$ cat config.mk
export PLATFORM = sky130hd
export DESIGN_NAME = rpa_timer_accum
export DESIGN_NICKNAME = d
export VERILOG_FILES = /design/src/design/rpa_pkg.sv /design/src/design/rpa_free_divider.sv /design/src/design/rpa_input_sync.sv /design/src/design/rpa_timer_accum.sv
export SDC_FILE = /design/constraint.sdc
export NUM_CORES = 1
export LEC_CHECK = 0
export BUFFER_PORTS_ARGS = -buffer_cell sky130_fd_sc_hd__buf_2
export CORE_MARGIN = 2
export CORE_UTILIZATION = 23
export CTS_CLUSTER_SIZE = 16
export DETAILED_ROUTE_END_ITERATION = 7
export SYNTH_ARGS = -nofsm -noshare
export SYNTH_HDL_FRONTEND = slang
export SYNTH_SLANG_ARGS = --single-unit
$ cat constraint.sdc
create_clock -name core_clk -period 2.9 [get_ports core_clk]
set_input_delay 0.725 -clock core_clk [delete_from_list [all_inputs] [get_ports core_clk]]
set_output_delay 0.725 -clock core_clk [all_outputs]
set_load 0.005 [all_outputs]
$ cat src/design/rpa_pkg.sv
// Shared constants, register map and carrier types of the periodic timer and pulse accumulator
package rpa_pkg;

  // Register offsets on the plain register port
  localparam logic [7:0] ADDR_MASK_TWO = 8'h24;
  localparam logic [7:0] ADDR_FLAG_TWO = 8'h25;
  localparam logic [7:0] ADDR_CONTROL  = 8'h26;
  localparam logic [7:0] ADDR_COUNT    = 8'h27;

  // Reset values
  localparam logic [7:0] RST_MASK_TWO = 8'h00;
  localparam logic [7:0] RST_FLAG_TWO = 8'h00;
  localparam logic [7:0] RST_CONTROL  = 8'h00;

  // Bit positions shared by mask and flag registers
  localparam int BIT_OVERFLOW   = 7;
  localparam int BIT_PERIODIC   = 6;
  localparam int BIT_ACCUM_WRAP = 5;
  localparam int BIT_ACCUM_EDGE = 4;

  // Bit positions in the control register
  localparam int BIT_ACCUM_ENABLE = 6;
  localparam int BIT_GATED_MODE   = 5;
  localparam int BIT_EDGE_SELECT  = 4;
  localparam int BIT_CAPTURE_SEL  = 2;

  // Implemented bits of the mask, flag and control registers
  localparam logic [7:0] MASK_TWO_IMPL = 8'hF3;
  localparam logic [7:0] FLAG_TWO_IMPL = 8'hF0;
  localparam logic [7:0] CONTROL_IMPL  = 8'h77;

  // Divider taps, as powers of two of the system clock
  localparam int PERIODIC_BASE_LOG2 = 15;
  localparam int GATE_TICK_LOG2     = 8;
  localparam int RATE_STEPS_LOG2    = 3;

  // Register port request
  typedef struct packed {
    logic [7:0] addr;
    logic [7:0] wrData;
    logic       wrStrobe;
    logic       rdStrobe;
  } rpa_bus_req_t;

  // Routing of the shared capture/compare channel
  typedef struct packed {
    logic captureFourthEn;
    logic compareFifthEn;
  } rpa_chan_sel_t;

  // Accumulator counting mode
  typedef enum logic {
    RPA_EVENT_MODE,
    RPA_GATED_MODE
  } rpa_accum_mode_t;

endpackage : rpa_pkg

$ cat src/design/rpa_free_divider.sv
// Free-running binary divider chain cleared only by reset
`timescale 1ns/100ps
`default_nettype none
module rpa_free_divider #(
  parameter int WIDTH = 18
) (
  input  wire logic             core_clk,
  input  wire logic             reset,
  output logic      [WIDTH-1:0] count
);
  import rpa_pkg::*;

  // Refuse a chain too short to be a divider
  if (WIDTH < 2) begin : g_width_check
    $error("rpa_free_divider: WIDTH must be at least 2");
  end

  always_ff @(posedge core_clk or posedge reset) begin
    if (reset) begin
      count <= '0;
    end else begin
      count <= count + WIDTH'(1);
    end
  end

endmodule : rpa_free_divider
`default_nettype wire

$ cat src/design/rpa_input_sync.sv
// Two-stage synchroniser for the accumulator input pin
`timescale 1ns/100ps
`default_nettype none
module rpa_input_sync (
  input  wire logic core_clk,
  input  wire logic reset,
  input  wire logic pinIn,
  output logic      pinSync
);
  import rpa_pkg::*;

  logic firstStage;

  always_ff @(posedge core_clk or posedge reset) begin
    if (reset) begin
      firstStage <= 1'b0;
      pinSync    <= 1'b0;
    end else begin
      firstStage <= pinIn;
      pinSync    <= firstStage;
    end
  end

endmodule : rpa_input_sync
`default_nettype wire

$ cat src/design/rpa_timer_accum.sv
// Periodic interrupt timer, pulse accumulator and their mask, flag and control registers
//
// Implementation choice: the plain strobed port.
`timescale 1ns/100ps
`default_nettype none
module rpa_timer_accum #(
  parameter int PERIOD_BASE_LOG2 = rpa_pkg::PERIODIC_BASE_LOG2,
  parameter int GATE_LOG2        = rpa_pkg::GATE_TICK_LOG2
) (
  input  wire logic                  core_clk,
  input  wire logic                  reset,
  // Register port
  input  wire rpa_pkg::rpa_bus_req_t busReq,
  output logic                [7:0]  rdData,
  // Wrap pulse from the main 16-bit counter
  input  wire logic                  mainCounterWrap,
  // External accumulator input pin
  input  wire logic                  accumInputPin,
  // Prescaler selection for the main timer
  output logic                [1:0]  prescaleSel,
  // Capture/compare channel routing
  output rpa_pkg::rpa_chan_sel_t     chanSel,
  // Periodic timeout pulse and combined interrupt request
  output logic                       periodicTick,
  output logic                       timerIrq
);
  import rpa_pkg::*;

  localparam int DIV_WIDTH = PERIOD_BASE_LOG2 + RATE_STEPS_LOG2;

  // Refuse settings the divider taps cannot serve
  if (PERIOD_BASE_LOG2 < 2 || GATE_LOG2 < 1 || GATE_LOG2 > DIV_WIDTH) begin : g_param_check
    $error("rpa_timer_accum: divider taps out of range");
  end

  // Register storage
  logic [7:0]      maskTwo;
  logic [7:0]      flagTwo;
  logic [7:0]      control;
  logic [7:0]      accumCount;

  // Decoded strobes
  logic            wrMask;
  logic            wrFlag;
  logic            wrControl;
  logic            wrCount;

  // Divider and timing
  logic [DIV_WIDTH-1:0] divCount;
  logic [1:0]      rateSel;
  logic            gateTick;

  // Accumulator input and its conditioning
  logic            pinSync;
  logic            pinPrev;
  logic            riseEdge;
  logic            fallEdge;
  logic            selectedEdge;
  logic            gateActive;
  logic            accumIncrement;
  logic            accumWrap;
  rpa_accum_mode_t accumMode;

  // Flag update terms
  logic [7:0]      flagSet;
  logic [7:0]      flagClear;
  logic [7:0]      next_flagTwo;

  // True when the low bits of a count are all ones
  function automatic logic lowBitsFull(input logic [DIV_WIDTH-1:0] value, input int bits);
    logic full;
    full = 1'b1;
    for (int i = 0; i < DIV_WIDTH; i++) begin
      if (i < bits) begin
        full = full & value[i];
      end
    end
    return full;
  endfunction : lowBitsFull

  // Write strobes per register
  assign wrMask    = busReq.wrStrobe && (busReq.addr == ADDR_MASK_TWO);
  assign wrFlag    = busReq.wrStrobe && (busReq.addr == ADDR_FLAG_TWO);
  assign wrControl = busReq.wrStrobe && (busReq.addr == ADDR_CONTROL);
  assign wrCount   = busReq.wrStrobe && (busReq.addr == ADDR_COUNT);

  // Free-running chain shared by the periodic timer and gated tick
  rpa_free_divider #(
    .WIDTH (DIV_WIDTH)
  ) u_divider (
    .core_clk (core_clk),
    .reset    (reset),
    .count    (divCount)
  );

  // Input pin brought into the clock domain
  rpa_input_sync u_pin_sync (
    .core_clk (core_clk),
    .reset    (reset),
    .pinIn    (accumInputPin),
    .pinSync  (pinSync)
  );

  // Mask register, implemented bits only
  always_ff @(posedge core_clk or posedge reset) begin
    if (reset) begin
      maskTwo <= RST_MASK_TWO;
    end else if (wrMask) begin
      maskTwo <= busReq.wrData & MASK_TWO_IMPL;
    end
  end

  // Control register, implemented bits only
  always_ff @(posedge core_clk or posedge reset) begin
    if (reset) begin
      control <= RST_CONTROL;
    end else if (wrControl) begin
      control <= busReq.wrData & CONTROL_IMPL;
    end
  end

  assign rateSel     = control[1:0];
  assign prescaleSel = maskTwo[1:0];

  assign periodicTick = lowBitsFull(divCount, PERIOD_BASE_LOG2 + int'(rateSel));

  assign gateTick = lowBitsFull(divCount, GATE_LOG2);

  // Delayed synchronised level for edge detection
  always_ff @(posedge core_clk or posedge reset) begin
    if (reset) begin
      pinPrev <= 1'b0;
    end else begin
      pinPrev <= pinSync;
    end
  end

  assign riseEdge = pinSync & ~pinPrev;
  assign fallEdge = ~pinSync & pinPrev;

  assign accumMode = control[BIT_GATED_MODE] ? RPA_GATED_MODE : RPA_EVENT_MODE;

  assign selectedEdge = control[BIT_EDGE_SELECT] ? riseEdge : fallEdge;
  assign gateActive   = control[BIT_EDGE_SELECT] ? ~pinSync : pinSync;

  // Count enable per mode
  always_comb begin
    accumIncrement = 1'b0;
    if (control[BIT_ACCUM_ENABLE]) begin
      unique case (accumMode)
        RPA_EVENT_MODE: accumIncrement = selectedEdge;
        RPA_GATED_MODE: accumIncrement = gateTick & gateActive;
      endcase
    end
  end

  assign accumWrap = accumIncrement && (accumCount == 8'hFF) && !wrCount;

  always_ff @(posedge core_clk) begin
    if (wrCount) begin
      accumCount <= busReq.wrData;
    end else if (accumIncrement) begin
      accumCount <= accumCount + 8'h01;
    end
  end

  // Hardware set terms for the flag register
  always_comb begin
    flagSet = 8'h00;
    flagSet[BIT_OVERFLOW] = mainCounterWrap;
    flagSet[BIT_PERIODIC] = periodicTick;
    flagSet[BIT_ACCUM_WRAP] = accumWrap;
    flagSet[BIT_ACCUM_EDGE] = control[BIT_ACCUM_ENABLE] & selectedEdge;
  end

  assign flagClear = wrFlag ? (busReq.wrData & FLAG_TWO_IMPL) : 8'h00;

  assign next_flagTwo = ((flagTwo & ~flagClear) | flagSet) & FLAG_TWO_IMPL;

  // Flag register
  always_ff @(posedge core_clk or posedge reset) begin
    if (reset) begin
      flagTwo <= RST_FLAG_TWO;
    end else begin
      flagTwo <= next_flagTwo;
    end
  end

  assign timerIrq = |(maskTwo[7:4] & flagTwo[7:4]);

  assign chanSel.captureFourthEn = control[BIT_CAPTURE_SEL];
  assign chanSel.compareFifthEn  = ~control[BIT_CAPTURE_SEL];

  // Read data for one cycle after the read strobe, zero otherwise
  always_ff @(posedge core_clk or posedge reset) begin
    if (reset) begin
      rdData <= 8'h00;
    end else if (busReq.rdStrobe) begin
      unique case (busReq.addr)
        ADDR_MASK_TWO: rdData <= maskTwo;
        ADDR_FLAG_TWO: rdData <= flagTwo & FLAG_TWO_IMPL;
        ADDR_CONTROL:  rdData <= control;
        ADDR_COUNT:    rdData <= accumCount;
        default:       rdData <= 8'h00;
      endcase
    end else begin
      rdData <= 8'h00;
    end
  end

endmodule : rpa_timer_accum
`default_nettype wire

==> impl_metrics.toml <==
[outcome]
status = "complete, no violations"

[yosys]
yosys_warnings = 0
ys_types = 41
netlist_instances = 221
syn_area_um2 = 2570
yosysSeqAreaShare_pct = 53.2
syn_area_per_cell_um2 = 11.6
ys_ff_latch = 53
syn_nets = 251

[power_and_ir_drop]
leakage_uw = 0.00135
power.density_nw_per_um2 = 447
ir_worst_vdd_mv = 0.188

[clock_tree]
cts.clk_slew.worst_paths_ns = 0.10
clk_latency_ns = 0.31
cts_max_level = 2
hold_buffers = 0
cts_resized = 0
tritoncts = "done"
post_cts_buffers = 0
numCtsBuffers = 5
clockBufferDepth = 2
root_buffer = "clkbuf_8"
clock-sinks = 53

[setup_path]
reg2reg_depth = 6
crit_type = "reg2out"
timing.critical_path.arrival_ns = 2.02
end_kind = "output pin"
crit_required_ns = 2.17
path_max_fanout = 8
start_kind = "flip-flop"

[worst_hold_path]
hold_class = "reg2reg"
hold_depth = 0

[global_route]
grtUsageTotal_pct = 9.53
grt_pass1_wl_um = 8830
grt_antenna_before_repair = 0
grt-ovfl-total = 0
grt_pass1_vias = 1717
grt_max_degree = 46

[timing]
worst_slack_ns = 0.152
period_needed_ns = 2.75
skew_ns = 0.00721
slew_headroom_pct = 37.3
setup_violations = 0
post-route-period-util_pct = 94.8
finalSetupTns_ns = 0
fmax_mhz = 364
tightest_slew_ns = 0.940
finalHoldViolations = 0
grt_setup_unrepaired = "no"
drv_slew = 0

[floorplan]
fp.dieW_um = 110
row_count = 38
fp.dieH_um = 110
initial_utilization_pct = 23.6
dieArea_um2 = 12000
design.core.area_um2 = 10900
io_pins = 36

[routing]
wl_per_cell_um = 13.6
viasPerCell = 4.39
routed_wl_um = 5430
first_pass_iters = 4
antenna_left = 0
drc = 0
vias = 1746
drt_iter0_drc = 107

[job]
maxCapViolations = 0

[placement]
gp_congestion = 0.807
port_buffers = 35
dpl.cell_count = 390
place_ws_ns = 0.465
hpwl_um = 4050

[layout]
nets = 287
drive_gt1_share_pct = 24.4
num_antenna_cells = 0
areaGrowthSynthToFinish_pct = 16.2
instances_no_fill = 398
==> state kept, by name, indices dropped and copies added, names as in the netlist <==
signal and count:
u_divider.count 18, accumCount 8, rdData 8, control 6, maskTwo 6, flagTwo 4
pinPrev 1, u_pin_sync.firstStage 1, u_pin_sync.pinSync 1
==> metal layers <==
metal | track usage [%] | vias to the layer above | part of all wire [%]
met3 | 2.49 | 8 | 5.3
li1 | - | 852 | -
met1 | 13.6 | 846 | 49
met5 | 0 | - | 0
met4 | 3.44 | 0 | 1.9
met2 | 13.8 | 40 | 43
==> layout by cell type (no fill, tap or decap), types with 2 or more instances in the layout <==
cell / Yosys / layout
nand2_1: 20 / 20
and3_1: 3 / 3
xnor2_1: 12 / 12
a21o_1: 2 / 2
nand4_1: 8 / 8
nor4_1: 2 / 2
mux2_2: 7 / 7
and2_1: 2 / 2
a21oi_1: 10 / 10
nor2_1: 18 / 18
nor4b_1: 2 / 2
xor2_1: 10 / 10
mux4_2: 3 / 3
nand3_1: 10 / 10
o21ai_0: 3 / 3
ha_1: 8 / 8
buf_2: 2 / 35
clkbuf_8: 0 / 7
edfxtp_1: 8 / 8
mux2_4: 6 / 6
inv_1: 8 / 7
nor2b_1: 4 / 4
dfrtp_1: 45 / 45
a22oi_1: 4 / 4
and4_1: 3 / 3
mux2i_1: 2 / 2
==> final cells by class <==
cell class                      count  area [um^2]
Fill cell                        1144         7910
Inverter                            8         30.0
Sequential cell                    53         1370
Tap cell                          140          175
Clock buffer                        7         96.3
Clock inverter                      1         5.00
Multi-Input combinational cell    153         1130
Timing Repair Buffer               36          183
==> cells in the mapped netlist (all sizes together) <==
master / n / area (um^2)
dfrtp: 45 / 1130
nand2: 20 / 75.1
nor2: 18 / 67.6
mux2: 13 / 169
xnor2: 12 / 105
a21oi: 10 / 50.1
nand3: 10 / 50.1
xor2: 10 / 87.6
edfxtp: 8 / 240
ha: 8 / 100
inv: 8 / 30.0
nand4: 8 / 50.1
buf: 6 / 40.0
a22oi: 4 / 30.0
nor2b: 4 / 25.0
and3: 3 / 18.8
and4: 3 / 26.3
mux4: 3 / 67.6
o21ai: 3 / 15.0
a21o: 2 / 15.0
and2: 2 / 12.5
mux2i: 2 / 20.0
nor3: 2 / 15.0
nor4: 2 / 12.5
nor4b: 2 / 17.5
a211oi: 1 / 7.51
a22o: 1 / 8.76
a31oi: 1 / 6.26
a32oi: 1 / 8.76
and4bb: 1 / 12.5
clkbuf: 1 / 3.75
nand2b: 1 / 6.26
nor3b: 1 / 7.51
o211ai: 1 / 7.51
o22ai: 1 / 6.26
o2bb2ai: 1 / 8.76
o31a: 1 / 8.76
or3b: 1 / 8.76
==> metrics by stage <==
step / area [um^2] / power [uW] / hold WS, ns / util [%]
finish: 2980 / 1330 / 0.353 / 27.4
global route: 2980 / 1390 / 0.366 / 27.4
CTS: 2980 / 1350 / 0.356 / 27.4
detailed placement: 2880 / 888 / 0.336 / 26.5
global placement: 2880 / 886 / 0.339 / 26.5
floorplan: 2570 / 851 / 0.331 / -
==> where the power goes <==
part | internal [uW] | leakage, uW | total [uW] | switching, uW
Combinational | 42.2 | 0.000625 | 90.1 | 47.9
Clock | 216 | 0.0000542 | 459 | 243
Sequential | 768 | 0.000671 | 782 | 14.5
==> final timing paths <==
| path | startpoint | end | slack, ns |
|---|---|---|---|
| setup / recovery | control[0]$_DFFE_PP0P_ | periodicTick | 0.15 |
| hold / removal | u_pin_sync.firstStage$_DFF_PP0_ | u_pin_sync.pinSync$_DFF_PP0_ | 0.35 |
| setup reg to reg | u_divider.count[0]$_DFF_PP0_ | accumCount[2]$_DFFE_PP_ | 0.92 |
| hold reg to reg | u_pin_sync.firstStage$_DFF_PP0_ | u_pin_sync.pinSync$_DFF_PP0_ | 0.35 |
| max in group asynchronous | reset | u_divider.count[3]$_DFF_PP0_ | 1.69 |
| min in group asynchronous | reset | u_divider.count[1]$_DFF_PP0_ | 0.63 |
==> cell families (layout without fill, tap and decap cells) <==
logic type | Yosys count | count (layout) | synth area share (%)
buf+inv | 15 | 52 | 2.88
flops | 53 | 53 | 53.2
xor+xnor | 22 | 22 | 7.50
simple gates | 78 | 78 | 15.8
fa+ha+maj | 8 | 8 | 3.90
compound gates | 27 | 27 | 6.73
mux | 18 | 18 | 9.99
==> worst max-delay path, stage by stage (launching register included) <==
cell and delay, ns:
dfrtp_1 0.48, inv_1 0.13, ha_1 0.15, a21oi_1 0.06, o31a_1 0.30, nor4b_1 0.39
buf_2 0.20
Power figures use the tool's default switching activity.
